===== src/include/kbs_pkg.sv =====
// Purpose: Shared constants and types for the keyboard matrix scanner
// Assumes: 250 MHz system clock
// Notes: Times are kept in ns, cycle counts derived from them
package kbs_pkg;
   // Clock and timing
   localparam int CLK_PERIOD_NS = 4;
   localparam int BASE_PERIOD_NS = 3000;
   localparam int BASE_HALF_NS = BASE_PERIOD_NS / 2;
   localparam int BASE_HALF_CYC = BASE_HALF_NS / CLK_PERIOD_NS;
   localparam int KEY_MIN_NS = 1500;
   localparam int KEY_MIN_CYC_RAW = (KEY_MIN_NS + CLK_PERIOD_NS - 1) / CLK_PERIOD_NS;
   localparam int KEY_MIN_CYC = (KEY_MIN_CYC_RAW < 1) ? 1 : KEY_MIN_CYC_RAW;
   localparam int DIV_W = 10;
   localparam logic [DIV_W-1:0] DIV_LAST = DIV_W'(BASE_HALF_CYC - 1);
   localparam logic [DIV_W-1:0] KEY_LAST = DIV_W'(KEY_MIN_CYC - 1);
   localparam logic [DIV_W-1:0] DIV_RST = 10'h000;

   // Matrix geometry
   localparam int CNT_W = 8;
   localparam int MEM_DEPTH = 256;
   localparam logic [CNT_W-1:0] CNT_RST = 8'h00;
   localparam logic [3:0] FUNC_COL = 4'h3;
   localparam logic [15:0] COL_IDLE = 16'hFFFF;

   // Register map, byte offsets
   localparam logic [3:0] REG_CTRL = 4'h0;
   localparam logic [3:0] REG_STATUS = 4'h4;
   localparam logic [3:0] REG_KEYDATA = 4'h8;
   localparam logic [3:0] REG_LOADS = 4'hC;
   localparam logic CTRL_RST = 1'b1;
   localparam int CTRL_EN_BIT = 0;
   localparam int ST_KEY_BIT = 0;
   localparam int ST_KEYM1_BIT = 1;
   localparam int ST_PKDM1_BIT = 2;
   localparam int ST_THR_BIT = 3;
   localparam int ST_CNT_LSB = 8;
   localparam logic [15:0] LOADS_RST = 16'h0000;
   localparam logic [7:0] DATA_RST = 8'h00;
   localparam logic [31:0] RDATA_RST = 32'h0000_0000;

   // Two-phase clock bundle
   typedef struct packed {
      logic base;
      logic six;
      logic phi1_n;
      logic phi2_n;
   } kbs_phase_s;

   // Host strobe sequencer
   typedef enum logic [1:0] {
      STRB_IDLE,
      STRB_ARM,
      STRB_LOW
   } kbs_strb_e;
endpackage : kbs_pkg


===== src/hdl/kbs_phase_gen.sv =====
// Purpose: Base oscillator, divide-by-two and two-phase clock enables
// Assumes: Runs from the single system clock
// Notes: All phases are flip-flop levels, sampled by the scanner
`timescale 1ns/10ps
`default_nettype none
module kbs_phase_gen
   import kbs_pkg::*;
(
   input wire logic clock,
   input wire logic nrst,
   input wire logic run,
   output kbs_phase_s phase
);
   logic [DIV_W-1:0] div_q, div_d;
   logic base_q, base_d;
   logic six_q, six_d;
   logic phi1_n_q, phi1_n_d;
   logic phi2_n_q, phi2_n_d;

   // Square wave of 3 us period, halted while scanning is off
   always_comb begin
      div_d = div_q;
      base_d = base_q;
      six_d = six_q;
      if (run) begin
         if (div_q == DIV_LAST) begin
            div_d = DIV_RST;
            base_d = ~base_q;
            if (base_q) begin
               six_d = ~six_q;
            end
         end else begin
            div_d = div_q + 10'h001;
         end
      end
      phi1_n_d = ~(base_d & six_d);
      phi2_n_d = ~(base_d & ~six_d);
   end

   // Register phase state
   always_ff @(posedge clock) begin
      if (!nrst) begin
         div_q <= DIV_RST;
         base_q <= 1'b0;
         six_q <= 1'b0;
         phi1_n_q <= 1'b1;
         phi2_n_q <= 1'b1;
      end else begin
         div_q <= div_d;
         base_q <= base_d;
         six_q <= six_d;
         phi1_n_q <= phi1_n_d;
         phi2_n_q <= phi2_n_d;
      end
   end

   // Bundle out
   assign phase = '{base: base_q, six: six_q, phi1_n: phi1_n_q, phi2_n: phi2_n_q};
endmodule : kbs_phase_gen
`default_nettype wire


===== src/hdl/kbs_scanner.sv =====
// Purpose: Keyboard matrix scan timing and key-closure qualification
// Assumes: Detector output and repeat input synchronous to clock
// Notes: Registers on Avalon-MM, one wait state per access
//
// Local design decisions: the register offsets and register access over Avalon-MM.
`timescale 1ns/10ps
`default_nettype none
module kbs_scanner
   import kbs_pkg::*;
(
   input wire logic clock,
   input wire logic nrst,
   input wire logic [3:0] avs_address,
   input wire logic avs_read,
   input wire logic avs_write,
   input wire logic [31:0] avs_writedata,
   input wire logic [3:0] avs_byteenable,
   output logic [31:0] avs_readdata,
   output logic avs_waitrequest,
   input wire logic key_det_n,
   input wire logic repeat_active,
   input wire logic [3:0] enc_hi,
   output logic [15:0] column_n,
   output logic [2:0] row_sel,
   output logic [1:0] row_bank_en,
   output logic prior_detect_threshold_n,
   output logic [3:0] enc_col,
   output logic [7:0] kbd_data,
   output logic kbd_strobe_n
);
   kbs_phase_s ph;
   logic ctrl_en_q, ctrl_en_d;

   // Phase generator
   kbs_phase_gen u_phase (
      .clock(clock),
      .nrst(nrst),
      .run(ctrl_en_q),
      .phase(ph)
   );

   // Matrix address helpers
   function automatic logic [3:0] col_of(input logic [CNT_W-1:0] c);
      col_of = c[7:4];
   endfunction : col_of

   function automatic logic [15:0] col_decode(input logic [CNT_W-1:0] c, input logic en);
      col_decode = COL_IDLE;
      if (en) begin
         col_decode[col_of(c)] = 1'b0;
      end
   endfunction : col_decode

   // Phase history for edge detection
   logic p1_q, p2_q, six_q;
   logic phi1_fall, phi1_rise, phi2_rise, six_fall;
   assign phi1_fall = p1_q & ~ph.phi1_n;
   assign phi1_rise = ~p1_q & ph.phi1_n;
   assign phi2_rise = ~p2_q & ph.phi2_n;
   assign six_fall = six_q & ~ph.six;

   always_ff @(posedge clock) begin
      if (!nrst) begin
         p1_q <= 1'b1;
         p2_q <= 1'b1;
         six_q <= 1'b0;
      end else begin
         p1_q <= ph.phi1_n;
         p2_q <= ph.phi2_n;
         six_q <= ph.six;
      end
   end

   // Scan counter and matrix drive
   logic [CNT_W-1:0] cnt_q, cnt_d;
   logic [15:0] col_q, col_d;
   logic [2:0] row_q, row_d;
   logic [1:0] bank_q, bank_d;

   always_comb begin
      cnt_d = cnt_q;
      if (phi1_fall) begin
         cnt_d = cnt_q + 8'h01;
      end
      col_d = col_decode(cnt_d, ph.phi1_n);
      row_d = cnt_d[2:0];
      bank_d = {cnt_d[3], ~cnt_d[3]};
   end

   always_ff @(posedge clock) begin
      if (!nrst) begin
         cnt_q <= CNT_RST;
         col_q <= COL_IDLE;
         row_q <= 3'h0;
         bank_q <= 2'h1;
      end else begin
         cnt_q <= cnt_d;
         col_q <= col_d;
         row_q <= row_d;
         bank_q <= bank_d;
      end
   end

   // Key-present flag with pulse-width filter
   logic key_q, key_d;
   logic [DIV_W-1:0] filt_q, filt_d;

   always_comb begin
      key_d = key_q;
      filt_d = filt_q;
      if (!ph.phi1_n) begin
         key_d = 1'b0;
         filt_d = DIV_RST;
      end else if (!key_det_n) begin
         if (filt_q == KEY_LAST) begin
            key_d = 1'b1;
         end else begin
            filt_d = filt_q + 10'h001;
         end
      end else begin
         filt_d = DIV_RST;
      end
   end

   always_ff @(posedge clock) begin
      if (!nrst) begin
         key_q <= 1'b0;
         filt_q <= DIV_RST;
      end else begin
         key_q <= key_d;
         filt_q <= filt_d;
      end
   end

   // Status memory, two bits per row-column address
   logic [1:0] mem [MEM_DEPTH];
   logic [MEM_DEPTH-1:0] valid_q, valid_d;
   logic [1:0] rd_bits;
   logic mem_we;
   logic [1:0] mem_wdata;
   logic key_m1_q, key_m1_d;
   logic pkd_m1_q, pkd_m1_d;
   logic thr_n_q, thr_n_d;

   assign rd_bits = valid_q[cnt_q] ? mem[cnt_q] : 2'b00;

   always_comb begin
      key_m1_d = key_m1_q;
      pkd_m1_d = pkd_m1_q;
      thr_n_d = thr_n_q;
      valid_d = valid_q;
      mem_we = 1'b0;
      mem_wdata = {key_q & (key_m1_q | pkd_m1_q), key_q};
      if (phi1_rise) begin
         key_m1_d = rd_bits[0];
         pkd_m1_d = rd_bits[1];
         thr_n_d = ~rd_bits[1];
      end
      if (phi2_rise) begin
         mem_we = 1'b1;
         valid_d[cnt_q] = 1'b1;
         thr_n_d = ~mem_wdata[1];
      end
   end

   always_ff @(posedge clock) begin
      if (mem_we) begin
         mem[cnt_q] <= mem_wdata;
      end
   end

   always_ff @(posedge clock) begin
      if (!nrst) begin
         valid_q <= '0;
         key_m1_q <= 1'b0;
         pkd_m1_q <= 1'b0;
         thr_n_q <= 1'b1;
      end else begin
         valid_q <= valid_d;
         key_m1_q <= key_m1_d;
         pkd_m1_q <= pkd_m1_d;
         thr_n_q <= thr_n_d;
      end
   end

   // Output-latch strobe and data latch
   logic cond, cond_q, load;
   logic [7:0] data_q, data_d;
   logic [15:0] loads_q, loads_d;

   assign cond = key_q & key_m1_q & ~ph.phi2_n & ~repeat_active
      & ~pkd_m1_q & (col_of(cnt_q) != FUNC_COL);
   assign load = cond & ~cond_q;

   always_comb begin
      data_d = data_q;
      loads_d = loads_q;
      if (load) begin
         data_d = {enc_hi, cnt_q[3:0]};
         loads_d = loads_q + 16'h0001;
      end
   end

   always_ff @(posedge clock) begin
      if (!nrst) begin
         cond_q <= 1'b0;
         data_q <= DATA_RST;
         loads_q <= LOADS_RST;
      end else begin
         cond_q <= cond;
         data_q <= data_d;
         loads_q <= loads_d;
      end
   end

   // Host strobe, aligned to the inverted 6 us clock
   kbs_strb_e strb_q, strb_d;
   logic strobe_n_q, strobe_n_d;

   always_comb begin
      strb_d = strb_q;
      case (strb_q)
         STRB_IDLE: begin
            if (load) begin
               strb_d = STRB_ARM;
            end
         end
         STRB_ARM: begin
            if (six_fall) begin
               strb_d = STRB_LOW;
            end
         end
         STRB_LOW: begin
            if (six_fall) begin
               strb_d = load ? STRB_ARM : STRB_IDLE;
            end
         end
         default: begin
            strb_d = STRB_IDLE;
         end
      endcase
      strobe_n_d = (strb_d != STRB_LOW);
   end

   always_ff @(posedge clock) begin
      if (!nrst) begin
         strb_q <= STRB_IDLE;
         strobe_n_q <= 1'b1;
      end else begin
         strb_q <= strb_d;
         strobe_n_q <= strobe_n_d;
      end
   end

   // Avalon-MM slave, answers on the second edge of a request
   logic ack_q, ack_d;
   logic [31:0] rdata_q, rdata_d;
   logic [31:0] status_w;

   always_comb begin
      status_w = RDATA_RST;
      status_w[ST_KEY_BIT] = key_q;
      status_w[ST_KEYM1_BIT] = key_m1_q;
      status_w[ST_PKDM1_BIT] = pkd_m1_q;
      status_w[ST_THR_BIT] = ~thr_n_q;
      status_w[ST_CNT_LSB +: CNT_W] = cnt_q;
   end

   always_comb begin
      ack_d = (avs_read | avs_write) & ~ack_q;
      rdata_d = rdata_q;
      ctrl_en_d = ctrl_en_q;
      if (ack_d & avs_read) begin
         case (avs_address)
            REG_CTRL: rdata_d = {31'h0000_0000, ctrl_en_q};
            REG_STATUS: rdata_d = status_w;
            REG_KEYDATA: rdata_d = {24'h00_0000, data_q};
            REG_LOADS: rdata_d = {16'h0000, loads_q};
            default: rdata_d = RDATA_RST;
         endcase
      end
      // Write lands on the edge where waitrequest is seen low
      if (ack_q & avs_write & (avs_address == REG_CTRL) & avs_byteenable[0]) begin
         ctrl_en_d = avs_writedata[CTRL_EN_BIT];
      end
   end

   always_ff @(posedge clock) begin
      if (!nrst) begin
         ack_q <= 1'b0;
         rdata_q <= RDATA_RST;
         ctrl_en_q <= CTRL_RST;
      end else begin
         ack_q <= ack_d;
         rdata_q <= rdata_d;
         ctrl_en_q <= ctrl_en_d;
      end
   end

   // Outputs
   assign avs_waitrequest = (avs_read | avs_write) & ~ack_q;
   assign avs_readdata = rdata_q;
   assign column_n = col_q;
   assign row_sel = row_q;
   assign row_bank_en = bank_q;
   assign prior_detect_threshold_n = thr_n_q;
   assign enc_col = col_of(cnt_q);
   assign kbd_data = data_q;
   assign kbd_strobe_n = strobe_n_q;
endmodule : kbs_scanner
`default_nettype wire


===== config.mk =====
export PLATFORM = sky130hd
export DESIGN_NAME = kbs_scanner
export DESIGN_NICKNAME = d
export VERILOG_FILES = /design/src/include/kbs_pkg.sv /design/src/hdl/kbs_phase_gen.sv /design/src/hdl/kbs_scanner.sv
export SDC_FILE = /design/constraint.sdc
export NUM_CORES = 1
export LEC_CHECK = 0
export BUFFER_PORTS_ARGS = -buffer_cell sky130_fd_sc_hd__buf_2
export CAP_MARGIN = 5
export CORE_UTILIZATION = 50
export CTS_BUF_LIST = sky130_fd_sc_hd__clkbuf_8
export DETAILED_ROUTE_END_ITERATION = 8
export PLACE_DENSITY = 0.76
export SLEW_MARGIN = 20
export SYNTH_ARGS = -nofsm -noshare
export SYNTH_HDL_FRONTEND = slang
export SYNTH_SLANG_ARGS = --single-unit

===== constraint.sdc =====
create_clock -name clock -period 17 [get_ports clock]
set_input_delay 3.4 -clock clock [delete_from_list [all_inputs] [get_ports clock]]
set_output_delay 3.4 -clock clock [all_outputs]
set_load 0.02 [all_outputs]

Word-level counts from Yosys, hierarchy flattened
Memories as Yosys holds them, arrays and structs flattened. A register that Yosys moved wholly into a read port is not among the register bits.
Cells that the tools add are included.
{"block": "word_totals", "ff_bits": 378, "latch_bits": 0, "ram_bits": 512, "rom_bits": 0, "inputBits": 50, "out_inout_bits": 68, "word_cells": 119, "mem_count": 1}
{"block": "classes", "n_addsub": 4, "multipliers": 0, "div_mod_pow": 0, "magnitude_cmp": 4, "n_eq_ne": 9, "shift": 0, "muxes": 26, "n_bitwise": 41, "n_reduce_logical": 8}
{"name": "mem", "words": 256, "width": 2, "rd": 1, "rd_clocked_by_memory_dff": 1, "wr": 1, "line": "kbs_scanner.sv:136", "rtl": "logic [1:0] mem [MEM_DEPTH];"}
{"op": "$or A256 B256 Y256", "count": 1}
{"op": "$pmux W16 S4", "count": 1}
{"op": "$add A10 B1 Y10 const B", "count": 2}
{"op": "$eq A10 B9 Y1 const B", "count": 2}
{"op": "$not A1 Y1", "count": 19}
{"op": "$and A1 B1 Y1", "count": 18}
{"op": "$add A16 B1 Y16 const B", "count": 1}
{"op": "$mux W8", "count": 2}
{"op": "$not A16 Y16", "count": 1}
{"op": "$mux W1", "count": 14}
{"op": "$mux W10", "count": 1}
{"op": "$lt A8 B9 Y1 const B", "count": 1}
{"op": "$add A8 B1 Y8 const B", "count": 1}
{"op": "$bmux W1 S8", "count": 1}
{"op": "$demux W1 S8", "count": 1}
{"op": "$eq A4 B4 Y1 const B", "count": 2}
{"op": "$ge A8 B1 Y1 const B", "count": 1}
{"op": "$mux W2", "count": 4}
{"op": "$pmux W2 S3", "count": 1}
{"op": "$lt A4 B5 Y1 const B", "count": 1}
{"op": "$demux W1 S4", "count": 1}
{"op": "$eq A4 B3 Y1 const B", "count": 1}
{"op": "$ge A4 B1 Y1 const B", "count": 1}
{"op": "$logic_not A4 Y1", "count": 1}
{"op": "10 further kinds", "count": 13}

Longest topological paths before layout
Gate-level depths: netlist (run 1).
{"block": "depth", "word_depth": 10, "ltp_mapped": 14, "mapped_depth_nobuf": 8}

Cells and area by module
From an unflattened synthesis (run 1), not the netlist that was laid out.
{"block": "unflattened", "hier_cells": 2707, "hier_area_um2": 35032.3}
{"module": "kbs_scanner", "instances": 1, "cells_each": 2636, "area_each_um2": 34346.7, "seq_area_each_um2": 22261.4}
{"module": "kbs_phase_gen", "instances": 1, "cells_each": 71, "area_each_um2": 685.7, "seq_area_each_um2": 280.3}

Worst setup path before layout (run 1)
No wires, ideal clock.
{"block": "synth_timing", "path_type": "flip-flop to flip-flop", "from": "register key_q", "to": "memory mem[0][1], data pin", "setup_ps": 853, "arrival_ps": 6893, "t_required_ps": 16147, "setup_slack_ps": 9253, "path_stages_with_launch": 2, "path_buffers": 0, "period_less_slack_ps": 7747, "path_cell_list": "dfxtp_1 -> o21a_1"}
{"block": "synth_between", "elab_chain_len": 1}
{"item": "start, declared", "line": "kbs_scanner.sv:105", "rtl": "logic key_q, key_d;"}
{"item": "start signal, assigned", "line": "kbs_scanner.sv:130", "rtl": "key_q <= key_d;"}
{"item": "$and A1 B1 Y1", "line": "kbs_scanner.sv:153", "rtl": "mem_wdata = {key_q & (key_m1_q | pkd_m1_q), key_q};"}
{"item": "net mem_wdata[1]", "line": "kbs_scanner.sv:140", "rtl": "logic [1:0] mem_wdata;"}
{"item": "end, declared", "line": "kbs_scanner.sv:136"}
The timed path passes the listed nets, and every way through them passes these cells.

Worst setup path after layout (run 1)
{"block": "layout_timing", "from": "input avs_write", "to": "output avs_waitrequest"}
{"block": "layout_between", "elab_chain_len": 2}
{"item": "start, declared", "line": "kbs_scanner.sv:15", "rtl": "input wire logic avs_write,"}
{"item": "$or A1 B1 Y1", "line": "kbs_scanner.sv:301", "rtl": "assign avs_waitrequest = (avs_read | avs_write) & ~ack_q;"}
{"item": "$and A1 B1 Y1", "line": "kbs_scanner.sv:301"}
{"item": "end, declared", "line": "kbs_scanner.sv:19", "rtl": "output logic avs_waitrequest,"}
No other way between the ends.

==> results of run 1 <==
## layer usage
metal | wire length [um] | up-vias | global-route usage, %
met5 | 0 | - | 0
li1 | - | 9681 | -
met2 | 40380 | 1221 | 38.64
met4 | 3904 | 0 | 12.75
met1 | 32020 | 10940 | 30.63
met3 | 8399 | 251 | 6.026
## layout make-up
cell class	instances	area, um2
timing repair buffer	107	639.4
tap	931	1165
clock buffer	154	2120
sequential	870	22560
clock inverter	88	501.7
inverter	15	70.07
fill	5391	30420
antenna	1	2.502
multi-input combinational	1596	11230
## registers in the layout, indices dropped and copies added (netlist names), 2 cells and up
| register | flops |
|---|---|
| cnt_q | 6 |
| strb_q | 2 |
| valid_q | 256 |
| filt_q | 10 |
| kbd_data | 8 |
| u_phase.div_q | 10 |
| avs_readdata | 16 |
| column_n | 16 |
| mem | 512 |
| row_sel | 2 |
| loads_q | 16 |
## worst register-to-register path: stages (launching register included)
cell	delay (ns)
sky130_fd_sc_hd__dfxtp_4	0.74
sky130_fd_sc_hd__buf_4	0.70
sky130_fd_sc_hd__buf_4	0.80
sky130_fd_sc_hd__mux4_1	0.43
sky130_fd_sc_hd__mux2i_1	0.11
sky130_fd_sc_hd__a211o_1	0.33
sky130_fd_sc_hd__a221oi_1	0.66
sky130_fd_sc_hd__o41ai_1	0.25
sky130_fd_sc_hd__or4_1	0.64
sky130_fd_sc_hd__o21a_1	0.23
sky130_fd_sc_hd__o31a_1	0.10
## placed cells by master (no fill, tap or decap), drive strengths merged, types with 4 or more instances in the layout
cell | Yosys | routed
o22ai | 11 | 11
nor4 | 6 | 6
ha | 9 | 9
bufinv | 0 | 4
nand4 | 14 | 14
dfxtp | 358 | 358
a211oi | 8 | 8
o21ai | 21 | 21
buf | 80 | 107
a21oi | 25 | 25
and3 | 6 | 6
xor2 | 19 | 19
mux4 | 184 | 184
xnor2 | 17 | 17
clkinv | 4 | 31
nand3 | 56 | 56
and2 | 7 | 7
nor2 | 864 | 864
a22oi | 22 | 22
mux2 | 8 | 8
a221oi | 17 | 17
nor2b | 21 | 21
a31oi | 6 | 6
nor3 | 21 | 21
clkinvlp | 0 | 7
or3 | 6 | 6
o211ai | 7 | 7
a32oi | 4 | 4
edfxtp | 512 | 512
clkbuf | 98 | 154
a22o | 6 | 6
mux2i | 86 | 86
nand2b | 9 | 9
conb | 1 | 16
inv | 11 | 61
nand2 | 90 | 90
## cell families (layout without fill, tap and decap cells)
kind of cell             Yosys count  after routing  share of synthesized area [%]
XOR/XNOR                          36             36                         0.9052
adder cells (fa/ha/maj)            9              9                         0.3233
buffers and inverters            193            364                          3.244
flip-flops                       870            870                          64.72
AND/OR/NAND/NOR                 1113           1113                          12.96
AO/OA/AOI/OAI                    144            144                          2.877
other                              1             17                        0.01077
multiplexers                     278            278                          14.96
## through the flow
stage	util [%]	cells	setup WS (ns)	area [um2]	hold slack, ns
2_1_floorplan	-	2659	9.253	34890	0.3984
3_3_place_gp	51.90	3519	9.739	35660	0.4293
3_5_place_dp	51.90	3519	9.731	35660	0.4268
4_1_cts	55.71	3761	9.732	38280	0.4544
5_1_grt	55.73	3762	9.668	38290	0.4587
6_report	55.73	3762	9.708	38290	0.4588
## how the worst max path moves through the flow
stage,from,to
final,avs_write,avs_waitrequest
after global routing,avs_write,avs_waitrequest
after CTS,avs_write,avs_waitrequest
after global placement,avs_write,avs_waitrequest
after floorplan,key_q,mem[0][1]
after detailed placement,avs_write,avs_waitrequest
## where the power goes
| group | internal (mW) | switching [mW] |
|---|---|---|
| Combinational | 0.00437 | 0.0222 |
| Sequential | 2.21 | 0.00136 |
| Clock | 0.890 | 0.804 |
==> impl_metrics.py, run 1 <==
metrics = {
    "outcome": {
        "outcome": "finished clean",
    },
    "route": {
        "totalWireLength_mm": 84.71,
        "dr.pass1.iters": 5,
        "route.detailed.drc": 0,
        "drt_antenna_net_count": 0,
        "detail_route.wl_per_cell_um": 22.52,
        "num_vias": 22090,
        "drt_iter0_drc": 2441,
        "via_per_inst": 5.872,
    },
    "setup_path": {
        "crit_fanout": 2,
        "worst-path-stages": 4,
        "r2r_setup_slack_ns": 11.93,
        "cp.buffers_inverters": 2,
        "critical_path.top_delay_family": "buffers and inverters",
        "worst-r2r-cell-count": 10,
        "reg2reg_to": "prior_detect_threshold_n",
        "crit_path_max_incr_delay_ns": 0.17,
        "rr_startpoint": "row_sel[0]",
        "startpoint_type": "primary input",
        "crit_path_end_kind": "primary output",
        "path_cells": "buf_2, nor2_1, nor2_1, buf_2",
        "crit_slowest_cell": "sky130_fd_sc_hd__nor2_1",
        "worst-endpoint-arrival_ns": 3.89,
        "critical_path_class": "in -> out",
        "cp_data_required_time_ns": 13.60,
    },
    "min_path": {
        "worst_hold_path.endpoint": "u_phase.phi1_n_q",
        "worst_hold_startpoint": "u_phase.six_q",
        "hp-class": "reg -> reg",
        "hold_path_depth": 1,
    },
    "floorplan": {
        "die_width_um": 265.9,
        "initial_core_util_pct": 50.70,
        "floorplan.io_pins": 118,
        "floorplan.die_area_um2": 70720,
        "floorplan.core_area_um2": 68710,
        "floorplan.die.height_um": 265.9,
        "row_count": 96,
    },
    "clocking": {
        "cts_post_setup_buffers_inserted": 0,
        "hold_buffers": 0,
        "numCtsBuffers": 132,
        "num_clock_sinks": 870,
        "insertion_delay_ns": 0.81,
        "tritoncts": "yes",
        "cell_chosen_for_the_clock_root": "sky130_fd_sc_hd__clkbuf_8",
        "h-tree-depth": 4,
        "ctsLongestPathBuffers": 3,
        "worst_setup_hold_path_clk_slew_ns": 0.06,
        "cts_resized": 0,
    },
    "power_and_ir_drop": {
        "worst_case_vdd_ir_drop_uv": 69.52,
        "p_per_area_nw_per_um2": 102.6,
        "finalPower_mw": 3.928,
        "cellLeakagePower_nw": 11.95,
    },
    "finish": {
        "final_nets": 2781,
        "drive_gt1_share_pct": 16.54,
        "syn_to_final_growth_pct": 9.929,
    },
    "timing": {
        "setup_tns_ns": 0,
        "hold_violations": 0,
        "maxSlewHeadroom_pct": 19.91,
        "setup_viol": 0,
        "clock-skew-final_ns": 0.03711,
        "tightestPinTransition_ns": 1.198,
        "grt_setup_unrepaired": "false",
        "timing_max_transition_violations_final": 0,
        "clock.fmax_mhz": 137.1,
        "post-route-period-util_pct": 42.89,
        "final.min_clock_period_ns": 7.292,
    },
    "global_routing": {
        "maximum_number_of_pins_on_one_net_before_global_route_repair": 205,
        "grt_use_total_pct": 24.22,
        "number_of_antenna_violations_at_the_first_check_in_global_routing": 1,
        "global_route.overflow_total": 0,
        "via_count_of_the_first_global_routing_pass": 22020,
        "grt_first_pass_wirelength_mm": 128.3,
    },
    "synth": {
        "yosys_warnings": 0,
        "synthTopCellsByCount": "sky130_fd_sc_hd__nor2_1 (864), sky130_fd_sc_hd__edfxtp_1 (512), sky130_fd_sc_hd__dfxtp_1 (358)",
        "post-synth-top-area-cell": "sky130_fd_sc_hd__edfxtp_1",
        "synthTopCellsByArea": "sky130_fd_sc_hd__edfxtp_1 (44%), sky130_fd_sc_hd__dfxtp_1 (21%), sky130_fd_sc_hd__mux4_2 (9.9%), sky130_fd_sc_hd__nor2_1 (9.3%), sky130_fd_sc_hd__mux2i_1 (2.5%)",
        "synth_top_area_share_pct": 44.14,
        "synth.cell_area_um2": 34830,
        "post_synth_num_cell_types": 66,
        "synth_edf_count": 512,
        "postSynthCellCount": 2644,
        "share_of_synthesized_flip_flops_with_an_asynchronous_set_or_reset_pct": 0,
        "postSynthRegisterBits": 870,
        "dominantRegCellSynth": "sky130_fd_sc_hd__edfxtp_1",
        "synthesis.area_per_instance_um2": 13.17,
        "sequential_fraction_of_the_synthesis_area_pct": 64.72,
        "yosysMostFrequentCell": "sky130_fd_sc_hd__nor2_1",
    },
    "placed_design": {
        "gpl.final_weighted_congestion": 0.8568,
        "place_hpwl_mm": 52.12,
        "place.port_buffers": 67,
    },
    "run": {
        "max_cap_violations": 0,
    },
}
Note: power is estimated with default switching activity, not from simulation.
==> inputs of run 2 (changes only) <==
==> constraint.sdc (replaced) <==
create_clock -name clock -period 6.9 [get_ports clock]
set_input_delay 1.38 -clock clock [delete_from_list [all_inputs] [get_ports clock]]
set_output_delay 1.38 -clock clock [all_outputs]
set_load 0.02 [all_outputs]
==> impl_metrics.py, run 2 (same netlist as run 1, synthesis figures left out) <==
metrics = {
    "route": {
        "totalWireLength_mm": 85.34,
        "drt_iter0_drc": 2551,
        "num_vias": 22200,
        "drt_antenna_net_count": 0,
        "dr.pass1.iters": 6,
        "via_per_inst": 5.871,
        "route.detailed.drc": 0,
        "detail_route.wl_per_cell_um": 22.57,
    },
    "global_routing": {
        "number_of_antenna_violations_at_the_first_check_in_global_routing": 1,
        "via_count_of_the_first_global_routing_pass": 21920,
        "global_route.overflow_total": 0,
        "global_route.usage.met1_pct": 31.81,
        "grt_use_met2_pct": 38.23,
        "grt_busiest_layer": "met2",
        "maximum_number_of_pins_on_one_net_before_global_route_repair": 169,
        "grt_use_total_pct": 24.28,
        "grt_first_pass_wirelength_mm": 128.9,
        "grt_util_met3_pct": 5.832,
    },
    "min_path": {
        "hold_path_depth": 1,
        "worst_hold_startpoint": "u_phase.six_q",
        "hp-class": "reg -> reg",
        "worst_hold_path.endpoint": "u_phase.phi1_n_q",
    },
    "placed_design": {
        "dpl-instance-area_um2": 35760,
        "place_hpwl_mm": 53.31,
        "place.port_buffers": 67,
        "gpl.final_weighted_congestion": 0.8746,
    },
    "setup_path": {
        "reg2reg_to": "prior_detect_threshold_n",
        "critical_path_class": "reg -> reg",
        "startpoint_type": "flop",
        "r2r_setup_slack_ns": 2.67,
        "worst-r2r-cell-count": 9,
        "crit_path_end_kind": "flop",
        "cp_data_required_time_ns": 7.57,
        "crit_fanout": 21,
        "worst-endpoint-arrival_ns": 4.90,
        "rr_startpoint": "cnt_q[2]",
    },
    "finish": {
        "syn_to_final_growth_pct": 10.50,
        "final_nets": 2796,
        "layout_top_registers": "mem x512, valid_q x256",
        "layout_common_cells": "sky130_fd_sc_hd__nor2_1 (864), sky130_fd_sc_hd__edfxtp_1 (512), sky130_fd_sc_hd__dfxtp_1 (352)",
        "drive_gt1_share_pct": 16.98,
        "registers.top_by_ff_count": "mem",
        "largest_register_ff_count": 512,
        "layout_commonest_cell": "sky130_fd_sc_hd__nor2_1",
        "final_area_um2": 38490,
    },
    "timing": {
        "clock.fmax_mhz": 236.7,
        "timing_max_transition_violations_final": 0,
        "clock-skew-final_ns": 0.03622,
        "post-route-period-util_pct": 61.24,
        "final.min_clock_period_ns": 4.225,
        "grt_setup_unrepaired": "false",
        "setup_viol": 0,
        "maxSlewHeadroom_pct": 13.03,
        "hold_violations": 0,
        "setup_tns_ns": 0,
        "tightestPinTransition_ns": 1.301,
    },
    "clocking": {
        "ctsLongestPathBuffers": 3,
        "worst_setup_hold_path_clk_slew_ns": 0.06,
        "hold_buffers": 0,
        "tritoncts": "yes",
        "num_clock_sinks": 870,
        "insertion_delay_ns": 0.80,
        "cts_post_setup_buffers_inserted": 0,
        "cts_resized": 0,
        "numCtsBuffers": 137,
        "h-tree-depth": 4,
        "cell_chosen_for_the_clock_root": "sky130_fd_sc_hd__clkbuf_8",
    },
    "floorplan": {
        "die_width_um": 265.9,
        "row_count": 96,
        "floorplan.die_area_um2": 70720,
        "initial_core_util_pct": 50.70,
        "floorplan.die.height_um": 265.9,
        "floorplan.core_area_um2": 68710,
        "floorplan.io_pins": 118,
    },
    "outcome": {
        "outcome": "finished clean",
    },
    "power_and_ir_drop": {
        "worst_case_vdd_ir_drop_uv": 156.1,
        "p_per_area_nw_per_um2": 253.6,
        "cellLeakagePower_nw": 12.67,
    },
    "run": {
        "max_cap_violations": 0,
    },
}
run 2: changes by cell type in the layout (fill, tap and decap cells not counted), sizes merged:
cell      before  now
buf          107  117
clkinv        31   39
inv           61   64
clkinvlp       7    6
run 2: cell type report:
type / count / area (um2)
inverters: 15 / 65.06
clock inverters: 98 / 565.5
fillers: 5394 / 30220
well taps: 931 / 1165
flip-flops and latches: 870 / 22560
repair buffers: 117 / 768.2
diodes: 1 / 2.502
clock buffers: 154 / 2120
multi-input cells: 1596 / 11240
run 2: worst max path at each step:
stage / startpoint / endpoint / slack [ns] / cells past startpoint
6_report: cnt_q[2] / prior_detect_threshold_n / 2.67 / 9
5_1_grt: cnt_q[2] / prior_detect_threshold_n / 2.75 / 9
4_1_cts: cnt_q[2] / prior_detect_threshold_n / 2.85 / 9
3_5_place_dp: row_sel[0] / mem[45][0] / 2.85 / 4
3_3_place_gp: cnt_q[2] / prior_detect_threshold_n / 2.91 / 9
2_1_floorplan: key_q / mem[0][1] / 0.70 / 1
run 2: power by group:
part / leakage [nW] / total (mW) / switching (mW) / internal (mW)
combinational: 3.72 / 0.0675 / 0.0564 / 0.0112
clock: 1.53 / 4.25 / 2.03 / 2.22
sequential: 7.42 / 5.44 / 0.00344 / 5.44
total: 12.7 / 9.76 / 2.09 / 7.67
run 2: worst max-delay path, stage by stage, from the launching register on:
cell	delay (ns)
sky130_fd_sc_hd__dfxtp_2	0.74
sky130_fd_sc_hd__buf_4	0.49
sky130_fd_sc_hd__nor2b_1	0.96
sky130_fd_sc_hd__a22oi_1	0.27
sky130_fd_sc_hd__a21o_1	0.29
sky130_fd_sc_hd__a21oi_1	0.21
sky130_fd_sc_hd__o41ai_1	0.14
sky130_fd_sc_hd__or4_1	0.63
sky130_fd_sc_hd__o21a_1	0.23
sky130_fd_sc_hd__o31a_1	0.11
run 2: layer usage:
layer / vias to the layer above / wire length [um]
li1: 9726 / -
met1: 11020 / 32710
met2: 1217 / 40390
met3: 243 / 8547
met4: 0 / 3699
met5: - / 0
run 2: stage by stage:
stage,std cells,total power [mW],utilization [%],setup WS [ns],hold slack [ns]
after floorplan,2659,5.610,-,0.7020,0.3984
after global placement,3528,5.615,52.05,2.906,0.4282
after detailed placement,3528,5.619,52.05,2.848,0.4303
after CTS,3780,9.814,55.96,2.846,0.4504
after global routing,3782,10.06,56.02,2.754,0.4902
final,3782,9.760,56.02,2.675,0.4516
==> inputs of run 3 (changes only) <==
==> constraint.sdc (replaced) <==
create_clock -name clock -period 4.1 [get_ports clock]
set_input_delay 0.82 -clock clock [delete_from_list [all_inputs] [get_ports clock]]
set_output_delay 0.82 -clock clock [all_outputs]
set_load 0.02 [all_outputs]
==> impl_metrics.py, run 3 (same netlist as run 1, synthesis figures left out) <==
metrics = {
    "route": {
        "route.detailed.drc": 0,
        "detail_route.wl_per_cell_um": 22.82,
        "num_vias": 22640,
        "totalWireLength_mm": 87.42,
        "drt_antenna_net_count": 0,
        "via_per_inst": 5.910,
        "dr.pass1.iters": 6,
        "drt_iter0_drc": 2699,
    },
    "setup_path": {
        "crit_slowest_cell": "sky130_fd_sc_hd__dfxtp_4",
        "startpoint_type": "flop",
        "crit_path_end_kind": "flop",
        "path_cells": "buf_4, mux4_2, mux2i_1, a32o_1, a211oi_1, o22ai_1, or4_1, o21a_1, o31a_1",
        "cp.buffers_inverters": 1,
        "cp_data_required_time_ns": 4.79,
        "crit_fanout": 46,
        "crit_path_max_incr_delay_ns": 0.91,
        "worst-endpoint-arrival_ns": 4.40,
        "critical_path_class": "reg -> reg",
        "critical_path.top_delay_family": "compound AO/OA/AOI/OAI gates",
    },
    "floorplan": {
        "floorplan.io_pins": 118,
        "initial_core_util_pct": 50.70,
        "floorplan.core_area_um2": 68710,
        "row_count": 96,
        "die_width_um": 265.9,
        "floorplan.die.height_um": 265.9,
        "floorplan.die_area_um2": 70720,
    },
    "timing": {
        "post-route-period-util_pct": 90.51,
        "final.min_clock_period_ns": 3.711,
        "hold_violations": 0,
        "clock-skew-final_ns": 0.03984,
        "tightestPinTransition_ns": 1.025,
        "timing_max_transition_violations_final": 0,
        "setup_viol": 0,
        "grt_setup_unrepaired": "false",
        "setup_tns_ns": 0,
        "clock.fmax_mhz": 269.5,
        "finalHoldWorstSlack_ns": 0.2675,
        "maxSlewHeadroom_pct": 31.67,
    },
    "outcome": {
        "outcome": "finished clean",
    },
    "global_routing": {
        "via_count_of_the_first_global_routing_pass": 22450,
        "grt_first_pass_wirelength_mm": 131.8,
        "global_route.overflow_total": 0,
        "maximum_number_of_pins_on_one_net_before_global_route_repair": 259,
        "number_of_antenna_violations_at_the_first_check_in_global_routing": 3,
        "grt_use_total_pct": 24.91,
    },
    "clocking": {
        "tritoncts": "yes",
        "numCtsBuffers": 137,
        "cell_chosen_for_the_clock_root": "sky130_fd_sc_hd__clkbuf_8",
        "num_clock_sinks": 870,
        "worst_setup_hold_path_clk_slew_ns": 0.06,
        "ctsLongestPathBuffers": 3,
        "cts_resized": 0,
        "h-tree-depth": 4,
        "cts_post_setup_buffers_inserted": 0,
        "hold_buffers": 0,
        "insertion_delay_ns": 0.81,
    },
    "finish": {
        "layout_common_cells": "sky130_fd_sc_hd__nor2_1 (864), sky130_fd_sc_hd__edfxtp_1 (512), sky130_fd_sc_hd__dfxtp_1 (352)",
        "nFillCells": 5370,
        "registers.top_by_ff_count": "mem",
        "largest_register_ff_count": 512,
        "layout_commonest_cell": "sky130_fd_sc_hd__nor2_1",
        "layout.cells.non_filler": 3831,
        "final-seq-area_um2": 22560,
        "drive_gt1_share_pct": 18.08,
        "layout_top_registers": "mem x512, valid_q x256",
        "syn_to_final_growth_pct": 11.53,
        "multi_input_area_um2": 11230,
        "final_nets": 2845,
        "final_area_um2": 38850,
    },
    "power_and_ir_drop": {
        "power.share.combinational_pct": 0.7,
        "net_switching_fraction_of_the_power_pct": 21.14,
        "clockPowerShare_pct": 43.1,
        "power_report.internal_total_mw": 12.84,
        "worst_case_vdd_ir_drop_uv": 247.8,
        "total_switching_power_mw": 3.442,
        "cellLeakagePower_nw": 13.03,
        "p_per_area_nw_per_um2": 419.2,
        "power_frac_seq_pct": 56.2,
    },
    "placed_design": {
        "dp_cells": 3577,
        "dpl-instance-area_um2": 36170,
        "place.port_buffers": 67,
        "gpl.final_weighted_congestion": 0.8913,
        "place_hpwl_mm": 55.38,
    },
    "min_path": {
        "hp-class": "in -> reg",
    },
    "run": {
        "max_cap_violations": 0,
    },
}
## run 3: cell types whose count changed in the layout (fill, tap and decap cells not counted), sizes merged
| cell | change |
|---|---|
| clkbuf | +9 |
| buf | +49 |
| clkinvlp | +1 |
| inv | +5 |
| bufinv | -3 |
| clkinv | -12 |
## run 3: worst paths after layout
check             slack [ns]                  endpoint        startpoint  cells after the start
hold / removal          0.27                 ctrl_en_q  avs_writedata[0]                      3
setup reg to reg        0.39  prior_detect_threshold_n        row_sel[1]                      9
hold reg to reg         0.45          u_phase.phi1_n_q     u_phase.six_q                      1
setup / recovery        0.39  prior_detect_threshold_n        row_sel[1]                      9
## run 3: layer usage
metal | share of wire (%) | global-route usage (%) | up-vias
met2 | 48 | 39.88 | 1354
met4 | 3.9 | 10.41 | 2
li1 | - | - | 9830
met5 | 0.0080 | 0 | -
met1 | 37 | 32.04 | 11190
met3 | 11 | 6.867 | 264
## run 3: worst register-to-register path, cell delays in order (launching register included)
cell	delay, ns
sky130_fd_sc_hd__dfxtp_4	0.91
sky130_fd_sc_hd__buf_4	0.42
sky130_fd_sc_hd__mux4_2	0.24
sky130_fd_sc_hd__mux2i_1	0.10
sky130_fd_sc_hd__a32o_1	0.23
sky130_fd_sc_hd__a211oi_1	0.65
sky130_fd_sc_hd__o22ai_1	0.21
sky130_fd_sc_hd__or4_1	0.51
sky130_fd_sc_hd__o21a_1	0.22
sky130_fd_sc_hd__o31a_1	0.09
## run 3: final cells by class
class,instances,area share [%]
Tap cell,931,2.999
Antenna cell,1,0.006442
Sequential cell,870,58.07
Inverter,15,0.1675
Multi-Input combinational cell,1596,28.92
Clock buffer,163,5.775
Timing Repair Buffer,166,3.021
Clock inverter,89,1.044
## run 3: stage by stage
step                power [mW]  utilization (%)  setup slack, ns
floorplan                9.440                -           0.2795
global placement         9.452            52.64           0.6219
detailed placement       9.457            52.64           0.6551
CTS                      16.36            56.50           0.6109
global route             16.74            56.54           0.3418
finish                   16.28            56.54           0.3892
## run 3: power by group through the flow
stage                     clock [mW]  sequential (mW)  combinational, mW
after floorplan                    0             9.34             0.0956
after global placement             0             9.34              0.110
after detailed placement           0             9.34              0.114
after CTS                       7.09             9.16              0.114
after global routing            7.46             9.15              0.125
final                           7.01             9.16              0.115
